===== config.mk =====
export PLATFORM = sky130hd
export DESIGN_NAME = iegc_ctrl
export DESIGN_NICKNAME = d
export VERILOG_FILES = /design/src/iegc_pkg.sv /design/src/iegc_ctrl.sv
export SDC_FILE = /design/constraint.sdc
export NUM_CORES = 1
export LEC_CHECK = 0
export BUFFER_PORTS_ARGS = -buffer_cell sky130_fd_sc_hd__buf_2
export CAP_MARGIN = 10
export CORE_MARGIN = 2
export CORE_UTILIZATION = 50
export CTS_CLUSTER_SIZE = 30
export DETAILED_ROUTE_END_ITERATION = 10
export PLACE_DENSITY = 0.78
export SYNTH_ARGS = -nofsm -noshare
export SYNTH_HDL_FRONTEND = slang
export SYNTH_SLANG_ARGS = --single-unit

===== constraint.sdc =====
create_clock -name clk_sys -period 3.6 [get_ports clk_sys]
set_input_delay 0.9 -clock clk_sys [delete_from_list [all_inputs] [get_ports clk_sys]]
set_output_delay 0.9 -clock clk_sys [all_outputs]
set_load 0.03 [all_outputs]

===== src/iegc_pkg.sv =====
// Package: register map, field layouts and timing for the bus controller
`default_nettype none
package iegc_pkg;
  // ----------------------------------------
  // Register byte offsets
  // ----------------------------------------
  localparam logic [4:0] OFS_OWN_ADR = 5'h00;
  localparam logic [4:0] OFS_PRI_CTL = 5'h04;
  localparam logic [4:0] OFS_SEC_CTL = 5'h08;
  localparam logic [4:0] OFS_STATUS = 5'h0c;
  localparam logic [4:0] OFS_DATA = 5'h10;
  // ----------------------------------------
  // Reset values
  // ----------------------------------------
  localparam logic [9:0] OWN_ADR_RST = 10'h000;
  localparam logic [7:0] CTL_RST = 8'h00;
  localparam logic [7:0] DATA_RST = 8'h00;
  // ----------------------------------------
  // Bus constants
  // ----------------------------------------
  localparam logic [7:0] GEN_CALL_ADR = 8'h00;
  localparam logic [4:0] TEN_BIT_HDR = 5'h1e;
  localparam logic [3:0] LAST_DATA_BIT = 4'h7;
  localparam logic [3:0] ACK_BIT = 4'h8;
  // ----------------------------------------
  // Timing
  // ----------------------------------------
  localparam int CLK_NS = 50;
  localparam int SCL_HALF_NS = 5000;
  localparam int HALF_CYC = (SCL_HALF_NS + CLK_NS - 1) / CLK_NS;
  localparam logic [7:0] HALF_LAST = 8'(HALF_CYC - 1);
  // ----------------------------------------
  // Field layouts
  // ----------------------------------------
  typedef struct packed {
    logic module_enable_bit;
    logic bus_interrupt_enable;
    logic mst;
    logic tx;
    logic txak;
    logic rsta;
    logic [1:0] rsv;
  } iegc_pri_t;
  typedef struct packed {
    logic general_call_enable;
    logic ten_bit;
    logic [5:0] rsv;
  } iegc_sec_t;
  typedef struct packed {
    logic transfer_complete_flag;
    logic addressed_as_slave_flag;
    logic busy;
    logic arbitration_lost_flag;
    logic rsv;
    logic slave_read_write_indication;
    logic bus_interrupt_flag;
    logic rxak;
  } iegc_stat_t;
  // ----------------------------------------
  // Master sequencer states
  // ----------------------------------------
  typedef enum logic [3:0] {
    M_IDLE = 4'h0,
    M_START = 4'h1,
    M_HOLD = 4'h2,
    M_LOW = 4'h3,
    M_HIGH = 4'h4,
    M_STOP1 = 4'h5,
    M_STOP2 = 4'h6,
    M_RS1 = 4'h7,
    M_RS2 = 4'h8,
    M_RS3 = 4'h9
  } iegc_mst_t;
endpackage
`default_nettype wire


===== src/iegc_ctrl.sv =====
// Two-wire bus controller: events, general call, arbitration, Avalon slave
// Function
// - General call accepted in 7-bit or 10-bit mode
// - General call enable adds general call match
// - General call: slave receiver, flag after address
// - General call disabled: no acknowledge
// - Controller disabled after system reset
// - No path to reset the microcontroller
// - One interrupt output for all sources
// - Interrupt is flag gated by enable
// - Interrupt flag cleared only by writing one
// - Transfer complete at ninth clock falling edge
// - Address match or enabled general call flags
// - Lost arbitration sets flag and interrupt
// - Lost when driven high data reads low
// - Lost when driven high acknowledge reads low
// - Lost when start requested on busy bus
// - Lost when repeated start requested as slave
// - Lost on stop the master did not request
// - Arbitration flag cleared only by writing one
// - Lost master becomes slave receiver, releases data
`default_nettype none
module iegc_ctrl (
  // Clock and reset
  input wire logic clk_sys,
  input wire logic sys_rst,
  // Avalon-MM slave
  input wire logic [4:0] avs_address,
  input wire logic avs_read,
  input wire logic avs_write,
  input wire logic [31:0] avs_writedata,
  output logic [31:0] avs_readdata,
  output logic avs_waitrequest,
  // Bus pins
  input wire logic scl_in,
  output logic scl_out,
  output logic scl_oe_n,
  input wire logic sda_in,
  output logic sda_out,
  output logic sda_oe_n,
  // Interrupt
  output logic irq
);
  // ----------------------------------------
  // Declarations
  // ----------------------------------------
  logic [2:0] scl_sy_ff, sda_sy_ff;
  logic scl_s, scl_p, sda_s, sda_p;
  logic scl_rise, scl_fall, start_det, stop_det;
  logic req_go, wr_go, rd_go;
  logic [31:0] rd_word;
  iegc_pkg::iegc_pri_t pri_ff, wpri;
  iegc_pkg::iegc_sec_t sec_ff;
  iegc_pkg::iegc_stat_t stat, wstat;
  logic [9:0] own_adr_ff;
  logic [7:0] tx_dat_ff, rx_dat_ff, sh_ff;
  logic transfer_complete_flag_ff, addressed_as_slave_flag_ff;
  logic arbitration_lost_flag_ff, bus_interrupt_flag_ff;
  logic slave_read_write_indication_ff;
  logic busy_ff, rxak_ff, irq_ff, zero_ff;
  logic frame_ff, first_ff, addr_ph_ff, ten_wait_ff, ten_ok_ff;
  logic ack_ff, hit_ff, part_ff, hit_rw_ff, slv_ff;
  logic [3:0] cnt_ff, mbit_ff;
  logic [7:0] mcnt_ff;
  logic scl_low_ff, msda_low_ff, scl_oe_n_ff, sda_oe_n_ff;
  logic go_ff, stp_ff, rs_ff, wait_ff;
  iegc_pkg::iegc_mst_t mst_st_ff;
  logic en, we_tx, bit_hi, eng_low, m_quiet, half_done;
  logic involved, byte_done, byte8;
  logic lose_bit, lose_start, lose_rsta, lose_stop, lost;
  logic gc, hdr_hit, nxt_hit, nxt_part, nxt_rw, nxt_ack;
  logic set_tc, set_aas;

  function automatic logic sel(input logic [4:0] a, input logic [4:0] o);
    sel = (a == o);
  endfunction

  // ----------------------------------------
  // Pin synchronisers and bus conditions
  // ----------------------------------------
  always_ff @(posedge clk_sys) begin
    if (sys_rst) begin
      scl_sy_ff <= 3'h7;
      sda_sy_ff <= 3'h7;
    end else begin
      scl_sy_ff <= {scl_sy_ff[1:0], scl_in};
      sda_sy_ff <= {sda_sy_ff[1:0], sda_in};
    end
  end
  assign scl_s = scl_sy_ff[1];
  assign scl_p = scl_sy_ff[2];
  assign sda_s = sda_sy_ff[1];
  assign sda_p = sda_sy_ff[2];
  assign scl_rise = scl_s & ~scl_p;
  assign scl_fall = ~scl_s & scl_p;
  assign start_det = en & scl_s & scl_p & ~sda_s & sda_p;
  assign stop_det = en & scl_s & scl_p & sda_s & ~sda_p;

  // ----------------------------------------
  // Avalon access
  // ----------------------------------------
  assign req_go = (avs_read | avs_write) & ~wait_ff;
  assign wr_go = avs_write & ~wait_ff;
  assign rd_go = avs_read & ~wait_ff;
  assign wpri = iegc_pkg::iegc_pri_t'(avs_writedata[7:0]);
  assign wstat = iegc_pkg::iegc_stat_t'(avs_writedata[7:0]);

  always_ff @(posedge clk_sys) begin
    if (sys_rst) begin
      wait_ff <= 1'b1;
    end else begin
      wait_ff <= ~((avs_read | avs_write) & wait_ff) | req_go;
    end
  end

  always_comb begin
    stat = '0;
    stat.transfer_complete_flag = transfer_complete_flag_ff;
    stat.addressed_as_slave_flag = addressed_as_slave_flag_ff;
    stat.busy = busy_ff;
    stat.arbitration_lost_flag = arbitration_lost_flag_ff;
    stat.slave_read_write_indication = slave_read_write_indication_ff;
    stat.bus_interrupt_flag = bus_interrupt_flag_ff;
    stat.rxak = rxak_ff;
    case (avs_address)
      iegc_pkg::OFS_OWN_ADR: rd_word = {22'h0, own_adr_ff};
      iegc_pkg::OFS_PRI_CTL: rd_word = {24'h000000, pri_ff};
      iegc_pkg::OFS_SEC_CTL: rd_word = {24'h000000, sec_ff};
      iegc_pkg::OFS_STATUS: rd_word = {24'h000000, stat};
      iegc_pkg::OFS_DATA: rd_word = {24'h000000, rx_dat_ff};
      default: rd_word = 32'h00000000;
    endcase
  end

  always_ff @(posedge clk_sys) begin
    if (sys_rst) begin
      avs_readdata <= 32'h00000000;
    end else if (avs_read & wait_ff) begin
      avs_readdata <= rd_word;
    end
  end
  assign avs_waitrequest = wait_ff;

  // ----------------------------------------
  // Configuration registers
  // ----------------------------------------
  assign en = pri_ff.module_enable_bit;
  assign lose_start = wr_go & sel(avs_address, iegc_pkg::OFS_PRI_CTL)
    & wpri.mst & ~pri_ff.mst & busy_ff & en;
  assign lose_rsta = wr_go & sel(avs_address, iegc_pkg::OFS_PRI_CTL)
    & wpri.rsta & ~pri_ff.mst & en;

  always_ff @(posedge clk_sys) begin
    if (sys_rst) begin
      pri_ff <= iegc_pkg::iegc_pri_t'(iegc_pkg::CTL_RST);
      sec_ff <= iegc_pkg::iegc_sec_t'(iegc_pkg::CTL_RST);
      own_adr_ff <= iegc_pkg::OWN_ADR_RST;
      tx_dat_ff <= iegc_pkg::DATA_RST;
    end else begin
      if (wr_go & sel(avs_address, iegc_pkg::OFS_PRI_CTL)) begin
        pri_ff <= wpri;
        pri_ff.rsta <= 1'b0;
        pri_ff.rsv <= 2'h0;
        if (lose_start) begin
          pri_ff.mst <= 1'b0;
        end
      end
      if (lost) begin
        pri_ff.mst <= 1'b0;
        pri_ff.tx <= 1'b0;
      end
      if (wr_go & sel(avs_address, iegc_pkg::OFS_SEC_CTL)) begin
        sec_ff <= iegc_pkg::iegc_sec_t'({avs_writedata[7:6], 6'h00});
      end
      if (wr_go & sel(avs_address, iegc_pkg::OFS_OWN_ADR)) begin
        own_adr_ff <= avs_writedata[9:0];
      end
      if (wr_go & sel(avs_address, iegc_pkg::OFS_DATA)) begin
        tx_dat_ff <= avs_writedata[7:0];
      end
    end
  end

  // ----------------------------------------
  // Bit engine
  // ----------------------------------------
  assign we_tx = (pri_ff.mst & pri_ff.tx)
    | (slv_ff & slave_read_write_indication_ff & ~rxak_ff);
  assign bit_hi = tx_dat_ff[3'(iegc_pkg::LAST_DATA_BIT - cnt_ff)];
  assign eng_low = frame_ff & ~first_ff & (we_tx
    ? (cnt_ff < iegc_pkg::ACK_BIT) & ~bit_hi
    : (cnt_ff == iegc_pkg::ACK_BIT) & ack_ff);
  assign byte8 = scl_fall & frame_ff & ~first_ff
    & (cnt_ff == iegc_pkg::LAST_DATA_BIT);
  assign byte_done = scl_fall & frame_ff & ~first_ff
    & (cnt_ff == iegc_pkg::ACK_BIT);
  assign involved = pri_ff.mst | slv_ff | hit_ff | part_ff;

  always_comb begin
    gc = (sh_ff == iegc_pkg::GEN_CALL_ADR);
    hdr_hit = (sh_ff[7:3] == iegc_pkg::TEN_BIT_HDR)
      & (sh_ff[2:1] == own_adr_ff[9:8]);
    nxt_hit = 1'b0;
    nxt_part = 1'b0;
    nxt_rw = 1'b0;
    nxt_ack = 1'b0;
    if (addr_ph_ff & ~pri_ff.mst) begin
      if (gc) begin
        nxt_hit = sec_ff.general_call_enable;
      end else if (~sec_ff.ten_bit) begin
        nxt_hit = (sh_ff[7:1] == own_adr_ff[6:0]);
        nxt_rw = sh_ff[0];
      end else if (~sh_ff[0]) begin
        nxt_part = hdr_hit;
      end else begin
        nxt_hit = hdr_hit & ten_ok_ff;
        nxt_rw = 1'b1;
      end
      nxt_ack = nxt_hit | nxt_part;
    end else if (ten_wait_ff) begin
      nxt_hit = (sh_ff == own_adr_ff[7:0]);
      nxt_ack = nxt_hit;
    end else begin
      nxt_ack = ((slv_ff & ~slave_read_write_indication_ff)
        | (pri_ff.mst & ~pri_ff.tx)) & ~pri_ff.txak;
    end
  end

  always_ff @(posedge clk_sys) begin
    if (sys_rst | ~en | stop_det) begin
      frame_ff <= 1'b0;
      first_ff <= 1'b0;
      cnt_ff <= 4'h0;
      addr_ph_ff <= 1'b0;
      ten_wait_ff <= 1'b0;
      ten_ok_ff <= 1'b0;
      ack_ff <= 1'b0;
      hit_ff <= 1'b0;
      part_ff <= 1'b0;
      hit_rw_ff <= 1'b0;
      slv_ff <= 1'b0;
    end else if (start_det) begin
      frame_ff <= 1'b1;
      first_ff <= 1'b1;
      cnt_ff <= 4'h0;
      addr_ph_ff <= 1'b1;
      ten_wait_ff <= 1'b0;
      ack_ff <= 1'b0;
      slv_ff <= 1'b0;
    end else if (scl_fall & frame_ff & first_ff) begin
      first_ff <= 1'b0;
    end else if (byte8) begin
      cnt_ff <= iegc_pkg::ACK_BIT;
      ack_ff <= nxt_ack;
      hit_ff <= nxt_hit;
      part_ff <= nxt_part;
      hit_rw_ff <= nxt_rw;
    end else if (byte_done) begin
      cnt_ff <= 4'h0;
      ack_ff <= 1'b0;
      hit_ff <= 1'b0;
      part_ff <= 1'b0;
      addr_ph_ff <= 1'b0;
      ten_wait_ff <= part_ff;
      if (hit_ff) begin
        slv_ff <= 1'b1;
        ten_ok_ff <= ten_wait_ff | ten_ok_ff;
      end
    end else if (scl_fall & frame_ff) begin
      cnt_ff <= cnt_ff + 4'h1;
    end
  end

  always_ff @(posedge clk_sys) begin
    if (sys_rst) begin
      sh_ff <= 8'h00;
      rxak_ff <= 1'b0;
      rx_dat_ff <= iegc_pkg::DATA_RST;
      slave_read_write_indication_ff <= 1'b0;
      busy_ff <= 1'b0;
    end else begin
      if (scl_rise & frame_ff & ~first_ff) begin
        if (cnt_ff < iegc_pkg::ACK_BIT) begin
          sh_ff <= {sh_ff[6:0], sda_s};
        end else begin
          rxak_ff <= sda_s;
        end
      end
      if (byte_done & involved) begin
        rx_dat_ff <= sh_ff;
      end
      if (byte_done & hit_ff) begin
        slave_read_write_indication_ff <= hit_rw_ff;
        rxak_ff <= 1'b0;
      end
      if (start_det) begin
        busy_ff <= 1'b1;
      end else if (stop_det | ~en) begin
        busy_ff <= 1'b0;
      end
    end
  end

  // ----------------------------------------
  // Arbitration
  // ----------------------------------------
  assign m_quiet = (mst_st_ff == iegc_pkg::M_STOP1)
    | (mst_st_ff == iegc_pkg::M_STOP2) | (mst_st_ff == iegc_pkg::M_RS1)
    | (mst_st_ff == iegc_pkg::M_RS2) | (mst_st_ff == iegc_pkg::M_RS3);
  assign lose_bit = scl_rise & frame_ff & ~first_ff & pri_ff.mst
    & ~m_quiet & ~sda_s & (pri_ff.tx
    ? (cnt_ff < iegc_pkg::ACK_BIT) & bit_hi
    : (cnt_ff == iegc_pkg::ACK_BIT) & ~ack_ff);
  assign lose_stop = stop_det & pri_ff.mst & ~m_quiet;
  // Any arbitration loss
  assign lost = lose_bit | lose_stop | lose_start | lose_rsta;

  // ----------------------------------------
  // Status flags
  // ----------------------------------------
  // ninth falling edge
  assign set_tc = byte_done & involved;
  assign set_aas = byte_done & hit_ff;

  always_ff @(posedge clk_sys) begin
    if (sys_rst) begin
      transfer_complete_flag_ff <= 1'b0;
    end else if (set_tc) begin
      transfer_complete_flag_ff <= 1'b1;
    end else if (req_go & sel(avs_address, iegc_pkg::OFS_DATA)) begin
      transfer_complete_flag_ff <= 1'b0;
    end
  end

  always_ff @(posedge clk_sys) begin
    if (sys_rst) begin
      addressed_as_slave_flag_ff <= 1'b0;
    end else if (set_aas) begin
      addressed_as_slave_flag_ff <= 1'b1;
    end else if (start_det | stop_det
      | (wr_go & sel(avs_address, iegc_pkg::OFS_PRI_CTL))) begin
      addressed_as_slave_flag_ff <= 1'b0;
    end
  end

  always_ff @(posedge clk_sys) begin
    if (sys_rst) begin
      arbitration_lost_flag_ff <= 1'b0;
    end else if (lost) begin
      arbitration_lost_flag_ff <= 1'b1;
    end else if (wr_go & sel(avs_address, iegc_pkg::OFS_STATUS)
      & wstat.arbitration_lost_flag) begin
      arbitration_lost_flag_ff <= 1'b0;
    end
  end

  always_ff @(posedge clk_sys) begin
    if (sys_rst) begin
      bus_interrupt_flag_ff <= 1'b0;
    end else if (set_tc | set_aas | lost) begin
      bus_interrupt_flag_ff <= 1'b1;
    end else if (wr_go & sel(avs_address, iegc_pkg::OFS_STATUS)
      & wstat.bus_interrupt_flag) begin
      bus_interrupt_flag_ff <= 1'b0;
    end
  end

  always_ff @(posedge clk_sys) begin
    if (sys_rst) begin
      irq_ff <= 1'b0;
    end else begin
      irq_ff <= bus_interrupt_flag_ff & pri_ff.bus_interrupt_enable;
    end
  end
  assign irq = irq_ff;

  // ----------------------------------------
  // Master requests
  // ----------------------------------------
  always_ff @(posedge clk_sys) begin
    if (sys_rst | lost | ~en | (mst_st_ff == iegc_pkg::M_IDLE)) begin
      go_ff <= 1'b0;
      stp_ff <= 1'b0;
      rs_ff <= 1'b0;
    end else if (mst_st_ff == iegc_pkg::M_HOLD
      & (go_ff | stp_ff | rs_ff)) begin
      go_ff <= 1'b0;
      stp_ff <= 1'b0;
      rs_ff <= 1'b0;
    end else begin
      if ((wr_go & sel(avs_address, iegc_pkg::OFS_DATA))
        | (rd_go & sel(avs_address, iegc_pkg::OFS_DATA) & ~pri_ff.tx)) begin
        go_ff <= 1'b1;
      end
      if (wr_go & sel(avs_address, iegc_pkg::OFS_PRI_CTL)) begin
        stp_ff <= ~wpri.mst;
        rs_ff <= wpri.rsta & wpri.mst;
      end
    end
  end

  // ----------------------------------------
  // Master sequencer
  // ----------------------------------------
  assign half_done = (mcnt_ff == iegc_pkg::HALF_LAST);

  always_ff @(posedge clk_sys) begin
    if (sys_rst | lost | ~en) begin
      mst_st_ff <= iegc_pkg::M_IDLE;
      mcnt_ff <= 8'h00;
      mbit_ff <= 4'h0;
      scl_low_ff <= 1'b0;
      msda_low_ff <= 1'b0;
    end else begin
      mcnt_ff <= half_done ? 8'h00 : mcnt_ff + 8'h01;
      case (mst_st_ff)
        iegc_pkg::M_IDLE: begin
          mcnt_ff <= 8'h00;
          if (wr_go & sel(avs_address, iegc_pkg::OFS_PRI_CTL)
            & wpri.mst & ~pri_ff.mst & ~busy_ff) begin
            msda_low_ff <= 1'b1;
            mst_st_ff <= iegc_pkg::M_START;
          end
        end
        iegc_pkg::M_START: begin
          if (half_done) begin
            scl_low_ff <= 1'b1;
            mst_st_ff <= iegc_pkg::M_HOLD;
          end
        end
        iegc_pkg::M_HOLD: begin
          mcnt_ff <= 8'h00;
          if (stp_ff) begin
            msda_low_ff <= 1'b1;
            mst_st_ff <= iegc_pkg::M_STOP1;
          end else if (rs_ff) begin
            msda_low_ff <= 1'b0;
            mst_st_ff <= iegc_pkg::M_RS1;
          end else if (go_ff) begin
            msda_low_ff <= 1'b0;
            mbit_ff <= 4'h0;
            mst_st_ff <= iegc_pkg::M_LOW;
          end
        end
        iegc_pkg::M_LOW: begin
          if (half_done) begin
            scl_low_ff <= 1'b0;
            mst_st_ff <= iegc_pkg::M_HIGH;
          end
        end
        iegc_pkg::M_HIGH: begin
          if (~scl_s) begin
            mcnt_ff <= 8'h00;
          end else if (half_done) begin
            scl_low_ff <= 1'b1;
            mbit_ff <= mbit_ff + 4'h1;
            if (mbit_ff == iegc_pkg::ACK_BIT) begin
              mst_st_ff <= iegc_pkg::M_HOLD;
            end else begin
              mst_st_ff <= iegc_pkg::M_LOW;
            end
          end
        end
        iegc_pkg::M_STOP1: begin
          if (half_done) begin
            scl_low_ff <= 1'b0;
            mst_st_ff <= iegc_pkg::M_STOP2;
          end
        end
        iegc_pkg::M_STOP2: begin
          if (~scl_s) begin
            mcnt_ff <= 8'h00;
          end else if (half_done) begin
            msda_low_ff <= 1'b0;
            mst_st_ff <= iegc_pkg::M_IDLE;
          end
        end
        iegc_pkg::M_RS1: begin
          if (half_done) begin
            scl_low_ff <= 1'b0;
            mst_st_ff <= iegc_pkg::M_RS2;
          end
        end
        iegc_pkg::M_RS2: begin
          if (~scl_s) begin
            mcnt_ff <= 8'h00;
          end else if (half_done) begin
            msda_low_ff <= 1'b1;
            mst_st_ff <= iegc_pkg::M_RS3;
          end
        end
        iegc_pkg::M_RS3: begin
          if (half_done) begin
            scl_low_ff <= 1'b1;
            mst_st_ff <= iegc_pkg::M_HOLD;
          end
        end
        default: begin
          mst_st_ff <= iegc_pkg::M_IDLE;
        end
      endcase
    end
  end

  // ----------------------------------------
  // Pin drivers
  // ----------------------------------------
  // lost master stops driving data
  always_ff @(posedge clk_sys) begin
    if (sys_rst) begin
      scl_oe_n_ff <= 1'b1;
      sda_oe_n_ff <= 1'b1;
      zero_ff <= 1'b0;
    end else begin
      scl_oe_n_ff <= ~(en & scl_low_ff & ~lost);
      sda_oe_n_ff <= ~(en & ~lost
        & ((eng_low & ~m_quiet) | msda_low_ff));
      zero_ff <= 1'b0;
    end
  end
  assign scl_oe_n = scl_oe_n_ff;
  assign sda_oe_n = sda_oe_n_ff;
  assign scl_out = zero_ff;
  assign sda_out = zero_ff;
endmodule
`default_nettype wire


==> metrics.txt, run 1 <==
Async SR Flop Fraction=0; post-synthesis cell type count=72; Final nets=660; post-synthesis cell area=5240 µm²; max-slew violations=0; CTS Buf Count=9; synth top area cells=dfxtp_1 (39%), mux2i_1 (8.8%), nor2_1 (6.7%), buf_4 (3.6%), a21oi_1 (3.3%); Setup violations, final=0; diodes inserted=0; initial antenna violation count=0; die span in x=106 µm; port bufs=34; R2R Path Start=cnt_ff[0]$_SDFFE_PP0P_; CTS resizes=0; via count=4,341; Place WS=0.639 ns; DRC errors left=0; CP max FO=10; row cnt=37; CTS H-tree lvls=3; drt pass-1 iters=5; synthesized netlist cell count=599; Synth-to-Final Area Change=6.04%; first-pass GRT wire length=19,900 µm; Hold Path Stages=1; Detailed Route WL=11,900 µm; Period Utilization, post-route=0.723; pin count of the biggest net entering global routing=67; dpl hpwl=8660 µm; clk root buf=clkbuf_8; mean post-synth cell area=8.74 µm²; GRT Overall Usage=0.219; outcome=finished, final reports clean; Syn. warnings=0; total gr overflow=0; commonest cells in the netlist=dfxtp_1 (103), nor2_1 (94), mux2i_1 (46); hold path start=scl_sy_ff[0]$_SDFF_PP1_; most frequent cell after synthesis=dfxtp_1; Slew @ Worst Pin=0.880 ns; clk sinks=103; RSZ-0062 raised after global routing=no; fmax=0.384 GHz; leakage=2.05 nW; VDD IR max=0.000308 V; setup TNS=0 ns; Core ar.=10,200 µm²; Critical Path Sink Type=flop; Final min period=2.60 ns; Die Area=11,300 µm²; clk slew on worst S/H paths=0.09 ns; number of enable flip-flop cells after synthesis=0; Filler Cell Count=878; CTS tree=yes; vias in the first global route=4,094; Primary FF master, synth=dfxtp_1; share of cells above drive strength 1=0.140; cells on worst reg2reg path=5; post-synth top area share=0.394; CP required=3.84 ns; setup ws final=0.997 ns; Slew headroom=0.398; Avg WL per Cell=15.8 µm; Power Density=354 nW/µm²; hold endpoint=scl_sy_ff[1]$_SDFF_PP1_; Post-CTS Setup Bufs=0; Setup CP Type=input pin to flop; routability congestion estimate=0.899; Initial Util=0.512; R2R Path End=mcnt_ff[0]$_SDFF_PP0_; Iteration-0 DRC Markers=436; CTS Hold Bufs=0; CP startpoint kind=input pin; post-route ant nets=0; Avg Vias per Cell=5.77; clk buf depth=2; Fin. Hold Viols=0; Arrival @ worst endpoint=2.84 ns; Worst Clk Skew=0.0104 ns; area leader, netlist=dfxtp_1; # IOs=81; Clk Latency, worst-skew pair=0.38 ns; Worst R2R Setup Slack=1.03 ns; Hold Crit Class=flop to flop; Seq/Total Area, Yosys=0.394; max_cap viols=0; Die Y-Extent=106 µm; #FFs+latches synth=103
per-layer routing:
| layer | global-route usage | vias up | wire [µm] |
|---|---|---|---|
| li1 | - | 2098 | - |
| met1 | 0.285 | 2020 | 5290 |
| met2 | 0.351 | 194 | 5510 |
| met3 | 0.0484 | 29 | 754 |
| met4 | 0.0949 | 0 | 318 |
| met5 | 0 | - | 0 |
through the flow:
step / power [mW] / cell area [µm²] / instances / utilization / hold slack (ns)
4_1_cts: 1.97 / 5550 / 752 / 0.543 / 0.414
3_3_place_gp: 1.27 / 5370 / 738 / 0.525 / 0.394
6_report: 1.96 / 5550 / 752 / 0.543 / 0.413
3_5_place_dp: 1.27 / 5370 / 738 / 0.525 / 0.392
5_1_grt: 2.03 / 5550 / 752 / 0.543 / 0.437
2_1_floorplan: 1.26 / 5320 / 622 / - / 0.381
worst max-delay path, stage by stage:
cell,delay [ns]
buf_2,0.13
or4_1,0.63
nor2_1,0.23
and2_1,0.64
mux2i_1,0.26
nor2_1,0.06
cells in the final DEF, fill, tap and decap left out, types with 3 or more instances in the layout:
| master | n |
|---|---|
| buf_2 | 34 |
| nand2b_1 | 8 |
| clkbuf_8 | 10 |
| o21ai_0 | 11 |
| o31ai_1 | 4 |
| dfxtp_1 | 103 |
| xnor2_1 | 17 |
| nand3_1 | 24 |
| o21bai_1 | 3 |
| o211ai_1 | 3 |
| a31oi_1 | 6 |
| conb_1 | 24 |
| mux2_2 | 7 |
| nor4_1 | 5 |
| a2bb2oi_1 | 3 |
| nor2_1 | 94 |
| a21oi_1 | 35 |
| or3b_2 | 3 |
| mux2i_1 | 46 |
| nor3_1 | 8 |
| nand3b_1 | 5 |
| a22oi_1 | 7 |
| buf_4 | 5 |
| or2_2 | 7 |
| nand4b_1 | 3 |
| nor2b_1 | 9 |
| ha_1 | 4 |
| xor2_1 | 8 |
| nand4_1 | 10 |
| o2bb2ai_1 | 4 |
| and2_1 | 4 |
| nand2_1 | 35 |
| a211oi_1 | 3 |
| inv_1 | 10 |
| and3_1 | 4 |
cells by family after synthesis:
kind of cell,after synthesis,share of synthesized area
AOI/OAI and AO/OA,99,0.126
and+or+nand+nor,243,0.246
DFF,103,0.394
muxes,55,0.112
adders and majority gates,4,0.00956
xor gates and xnor gates,25,0.0418
buffers and inverters,69,0.0707
other,1,0.000716
layout make-up:
type,count,area (µm²),share of cell area
clock buffer,10,138,0.0248
clock inverter,4,47.5,0.00856
inverter,10,37.5,0.00676
multi-input combinational,450,2890,0.521
sequential,103,2060,0.371
tap,136,170,0.0306
timing repair buffer,39,208,0.0374
flip-flops by register name, indices dropped and copies added, names as in the netlist, 2 cells and up:
| register | cells |
|---|---|
| sh_ff | 8 |
| avs_readdata | 10 |
| sda_sy_ff | 3 |
| cnt_ff | 4 |
| mcnt_ff | 8 |
| own_adr_ff | 10 |
| sec_ff | 2 |
| mbit_ff | 4 |
| scl_sy_ff | 3 |
| tx_dat_ff | 8 |
| pri_ff | 4 |
| mst_st_ff | 4 |
| rx_dat_ff | 8 |
power by group:
| part | total [mW] | switching (mW) | internal [mW] |
|---|---|---|---|
| combinational | 0.0982 | 0.0764 | 0.0218 |
| clock | 0.719 | 0.388 | 0.331 |
| sequential | 1.15 | 0.00561 | 1.14 |
how the worst max path moves through the flow:
stage	cells after the start	slack, ns	from	end
after floorplan	6	1.27	avs_address[1]	go_ff$_SDFFE_PP0P_
after global placement	6	0.69	avs_address[1]	own_adr_ff[8]$_SDFFE_PP0P_
after detailed placement	6	0.64	avs_address[1]	own_adr_ff[3]$_SDFFE_PP0P_
after CTS	5	1.02	cnt_ff[0]$_SDFFE_PP0P_	mcnt_ff[0]$_SDFF_PP0_
after global routing	5	0.78	cnt_ff[0]$_SDFFE_PP0P_	mcnt_ff[0]$_SDFF_PP0_
final	6	1.0	avs_address[1]	own_adr_ff[2]$_SDFFE_PP0P_
Power figures use the tool's default switching activity.
==> inputs of run 2 (changes only) <==
--- a/config.mk
+++ b/config.mk
@@ -11,7 +11,7 @@
 export CORE_UTILIZATION = 50
 export CTS_CLUSTER_SIZE = 30
 export DETAILED_ROUTE_END_ITERATION = 10
-export PLACE_DENSITY = 0.78
+export PLACE_DENSITY = 0.8
 export SYNTH_ARGS = -nofsm -noshare
 export SYNTH_HDL_FRONTEND = slang
 export SYNTH_SLANG_ARGS = --single-unit
==> constraint.sdc (replaced) <==
create_clock -name clk_sys -period 2.35 [get_ports clk_sys]
set_input_delay 0.5875 -clock clk_sys [delete_from_list [all_inputs] [get_ports clk_sys]]
set_output_delay 0.5875 -clock clk_sys [all_outputs]
set_load 0.03 [all_outputs]
==> run 2 against run 1 <==
Against the previous run: hold slack got worse by 0.019 ns; cell area increased by 2.9%; via count increased by 2.1%; largest cell class unchanged.
==> metrics.txt, run 2 (synthesis gave the netlist of run 1 again) <==
Comb power frac=0.051; NetSw=0.711 mW; R2R Path End=mcnt_ff[0]$_SDFF_PP0_; R2R Path Start=cnt_ff[0]$_SDFFE_PP0P_; total gr overflow=0; clk sinks=103; diodes inserted=0; fraction of power consumed by sequential logic=0.571; Avg WL per Cell=15.9 µm; CP max FO=22; Die Area=11,300 µm²; VDD IR max=0.000356 V; Slew headroom=0.443; Initial Util=0.512; # IOs=81; Clock Power Share=0.378; Detailed Route WL=12,200 µm; share of cells above drive strength 1=0.161; via count=4,433; Hold Path Stages=2; Period Utilization, post-route=0.897; crit path cell chain=mux4_2 -> mux2i_1 -> nand4b_1 -> nand4_2 -> buf_12 -> nor4b_1; Slowest-stage cell, CP=mux4_2; Final nets=675; die span in x=106 µm; Worst R2R Setup Slack=0.24 ns; Place WS=0.136 ns; setup ws final=0.243 ns; Setup violations, final=0; Clk Latency, worst-skew pair=0.38 ns; CTS tree=yes; clk buf depth=2; clk slew on worst S/H paths=0.09 ns; Setup CP Type=flop to flop; post-route ant nets=0; CTS Buf Count=9; worst setup path startpoint=cnt_ff[0]$_SDFFE_PP0P_; outcome=finished, final reports clean; pin count of the biggest net entering global routing=67; CTS H-tree lvls=3; CTS Hold Bufs=0; Design Power=3.08 mW; Worst Clk Skew=0.0135 ns; cells on worst reg2reg path=6; Fin. Hold Viols=0; Slew @ Worst Pin=0.814 ns; Iteration-0 DRC Markers=356; Arrival @ worst endpoint=2.38 ns; routability congestion estimate=0.976; CP Capture Point=mcnt_ff[0]$_SDFF_PP0_; CP required=2.62 ns; Placed Cells incl. Taps=753; setup TNS=0 ns; Final min period=2.11 ns; sw frac=0.231; vias in the first global route=4,187; Die Y-Extent=106 µm; P_int=2.37 mW; first-pass GRT wire length=20,400 µm; clk root buf=clkbuf_8; Core ar.=10,200 µm²; max-slew violations=0; max incr delay on CP=0.52 ns; registers with the most flip-flops=avs_readdata (10), own_adr_ff (10); most common cell after layout, fill and taps aside=dfxtp_1; CTS resizes=0; RSZ-0062 raised after global routing=no; port bufs=34; Hold Crit Class=input pin to flop; Post-Layout Cell Count=769; Synth-to-Final Area Change=9.13%; DRC errors left=0; Post-CTS Setup Bufs=0; most frequent cells in the layout=dfxtp_1 (103), nor2_1 (94), mux2i_1 (46), a21oi_1 (35), nand2_1 (35); fmax=0.475 GHz; leakage=2.15 nW; GRT Overall Usage=0.224; Power Density=538 nW/µm²; dpl hpwl=8890 µm; Avg Vias per Cell=5.76; drt pass-1 iters=5; initial antenna violation count=0; Critical Path Sink Type=flop; Core Util, Final=0.559; CP startpoint kind=flop; row cnt=37; max_cap viols=0
## run 2: cell types whose count changed in the layout (fill, tap and decap cells not counted), sizes merged
cell / before / now
buf: 39 / 54
clkinvlp: 1 / 0
clkbuf: 10 / 13
## run 2: final cells by class
cell class / instances / area [µm²]
Tap cell: 136 / 170
Clock inverter: 3 / 40.0
Sequential cell: 103 / 2060
Multi-Input combinational cell: 450 / 2890
Inverter: 10 / 37.5
Clock buffer: 13 / 169
Fill cell: 906 / 4520
Timing Repair Buffer: 54 / 345
## run 2: worst min path at each step
stage | end | slack (ns) | from
2_1_floorplan | scl_oe_n$_SDFF_PP1_ | 0.38 | scl_low_ff$_SDFFE_PP0P_
3_3_place_gp | scl_sy_ff[1]$_SDFF_PP1_ | 0.39 | scl_sy_ff[0]$_SDFF_PP1_
3_5_place_dp | sda_sy_ff[1]$_SDFF_PP1_ | 0.40 | sda_sy_ff[0]$_SDFF_PP1_
4_1_cts | sda_sy_ff[0]$_SDFF_PP1_ | 0.38 | sda_in
5_1_grt | scl_sy_ff[0]$_SDFF_PP1_ | 0.39 | scl_in
6_report | sda_sy_ff[0]$_SDFF_PP1_ | 0.39 | sda_in
## run 2: per-layer routing
layer | global-route usage | share of wire | routed length (µm) | up-vias
met5 | 0 | 0 | 0 | -
met4 | 0.0930 | 0.024 | 291 | 0
met3 | 0.0343 | 0.052 | 630 | 19
met2 | 0.374 | 0.48 | 5820 | 155
met1 | 0.290 | 0.45 | 5490 | 2115
li1 | - | - | - | 2144
## run 2: stage by stage
step	hold slack, ns	cell area [µm²]
detailed placement	0.396	5510
global route	0.386	5720
CTS	0.384	5720
global placement	0.391	5510
finish	0.394	5720
floorplan	0.381	5320
## run 2: power by group through the flow
stage | clock network, mW | registers (mW) | logic [mW]
finish | 1.16 | 1.76 | 0.158
global route | 1.24 | 1.76 | 0.168
global placement | 0 | 1.80 | 0.153
detailed placement | 0 | 1.80 | 0.155
floorplan | 0 | 1.80 | 0.134
CTS | 1.17 | 1.76 | 0.156
## run 2: worst max-delay path: cells and delay by family (launching register included)
| kind | cells | cell delay, ns |
|---|---|---|
| flops | 1 | 0.42 |
| buf+inv | 1 | 0.19 |
| simple gates | 3 | 0.61 |
| mux | 2 | 0.80 |
==> inputs of run 3 (changes only) <==
--- a/config.mk
+++ b/config.mk
@@ -8,10 +8,10 @@
 export BUFFER_PORTS_ARGS = -buffer_cell sky130_fd_sc_hd__buf_2
 export CAP_MARGIN = 10
 export CORE_MARGIN = 2
-export CORE_UTILIZATION = 50
+export CORE_UTILIZATION = 45
 export CTS_CLUSTER_SIZE = 30
 export DETAILED_ROUTE_END_ITERATION = 10
-export PLACE_DENSITY = 0.8
+export PLACE_DENSITY = 0.74
 export SYNTH_ARGS = -nofsm -noshare
 export SYNTH_HDL_FRONTEND = slang
 export SYNTH_SLANG_ARGS = --single-unit
==> run 3 against run 2 <==
Against the previous run: largest power group unchanged; non-clock buffer count is the same; highest routed layer unchanged; die area grew 11%; core utilization fell by 4.5 points; sequential share of layout area decreased by 0.77 points; cell count up 0.91%; sequential power is essentially flat; total power grew 15%; first-iteration DRC count is 4.2% lower.
==> metrics.txt, run 3 (synthesis gave the netlist of run 1 again) <==
Post-CTS Setup Bufs=0; CTS tree=yes; CP startpoint kind=flop; clk root buf=clkbuf_16; leakage=2.19 nW; Hold Path Stages=1; clk sinks=103; row cnt=39; max-slew violations=0; Core Util, Final=0.514; CTS Hold Bufs=0; CP Depth=5; Die Area=12,500 µm²; CP top delay family=simple AND/OR/NAND/NOR gates; CTS resizes=0; Hold Crit Class=flop to flop; Detailed Route WL=12,300 µm; crit path cell chain=nor4bb_1 -> nor2b_1 -> nand4b_1 -> and3_1 -> a21oi_1; Critical Path Sink Type=flop; Final Cell Area=5840 µm²; Avg WL per Cell=15.8 µm; placed cell area=5520 µm²; CP max FO=11; total gr overflow=0; Slew @ Worst Pin=0.674 ns; Clk Latency, worst-skew pair=0.34 ns; DRC errors left=0; Design Power=3.53 mW; Setup violations, final=0; Core ar.=11,400 µm²; via count=4,494; Final min period=2.20 ns; Period Utilization, post-route=0.937; vias in the first global route=4,289; CP required=2.62 ns; Slowest-stage cell, CP=dfxtp_1; Synth-to-Final Area Change=11.5%; max incr delay on CP=0.57 ns; Iteration-0 DRC Markers=341; Worst R2R Setup Slack=0.15 ns; Final nets=675; cells on worst reg2reg path=5; share of cells above drive strength 1=0.161; most frequent cells in the layout=dfxtp_1 (103), nor2_1 (94), mux2i_1 (46), a21oi_1 (35), nand2_1 (35); # IOs=81; hold_ws=0.410 ns; Arrival @ worst endpoint=2.47 ns; outcome=finished, final reports clean; clk slew on worst S/H paths=0.07 ns; max_cap viols=0; port bufs=34; CTS Buf Count=9; post-route ant nets=0; CTS H-tree lvls=3; routability congestion estimate=0.915; clk buf depth=2; initial antenna violation count=0; Setup CP Type=flop to flop; fmax=0.454 GHz; Power Density=604 nW/µm²; diodes inserted=0; Buf/Inv on CP=0; die span in x=112 µm; Fin. Hold Viols=0; Worst Clk Skew=0.00743 ns; GRT Overall Usage=0.201; Filler Cell Count=1,036; setup TNS=0 ns; RSZ-0062 raised after global routing=no; Slew headroom=0.539; dpl hpwl=8890 µm; registers with the most flip-flops=avs_readdata (10), own_adr_ff (10); Die Y-Extent=112 µm; Avg Vias per Cell=5.79; drt pass-1 iters=4; pin count of the biggest net entering global routing=67; Initial Util=0.461; most common cell after layout, fill and taps aside=dfxtp_1; first-pass GRT wire length=20,600 µm; VDD IR max=0.000416 V
run 3: cell types whose count changed in the layout (fill, tap and decap cells not counted), sizes merged:
cell,delta
clkinvlp,+1
bufinv,+1
clkbuf,-2
run 3: layout make-up:
cell class	count	area [µm²]	share of cell area
Multi-Input combinational cell	450	2890	0.495
Sequential cell	103	2060	0.353
Timing Repair Buffer	54	345	0.0591
Clock buffer	11	243	0.0416
Tap cell	143	179	0.0306
Clock inverter	5	81.3	0.0139
Inverter	10	37.5	0.00643
run 3: report_power, final:
| group | leakage, nW | switching (mW) | internal [mW] |
|---|---|---|---|
| Sequential | 0.831 | 0.00887 | 1.75 |
| Clock | 0.156 | 0.645 | 0.963 |
| Combinational | 1.21 | 0.118 | 0.0391 |
run 3: metrics by stage:
stage	worst slack, ns	instances
CTS	0.236	776
detailed placement	0.0952	760
finish	0.147	776
global placement	0.141	760
floorplan	0.330	622
global route	0.0274	776
run 3: worst paths after layout:
kind | endpoint | start
worst min-delay path | scl_sy_ff[1]$_SDFF_PP1_ | scl_sy_ff[0]$_SDFF_PP1_
worst max register to register | bus_interrupt_flag_ff$_SDFFE_PP0P_ | scl_sy_ff[1]$_SDFF_PP1_
worst max-delay path | bus_interrupt_flag_ff$_SDFFE_PP0P_ | scl_sy_ff[1]$_SDFF_PP1_
worst min register to register | scl_sy_ff[1]$_SDFF_PP1_ | scl_sy_ff[0]$_SDFF_PP1_
run 3: per-layer routing:
layer	share of wire	wire (µm)	vias to the layer above	global-route usage
met5	0	0	-	0
met4	0.034	413	0	0.105
met3	0.054	656	36	0.0327
met2	0.46	5650	170	0.322
met1	0.45	5530	2152	0.263
li1	-	-	2136	-
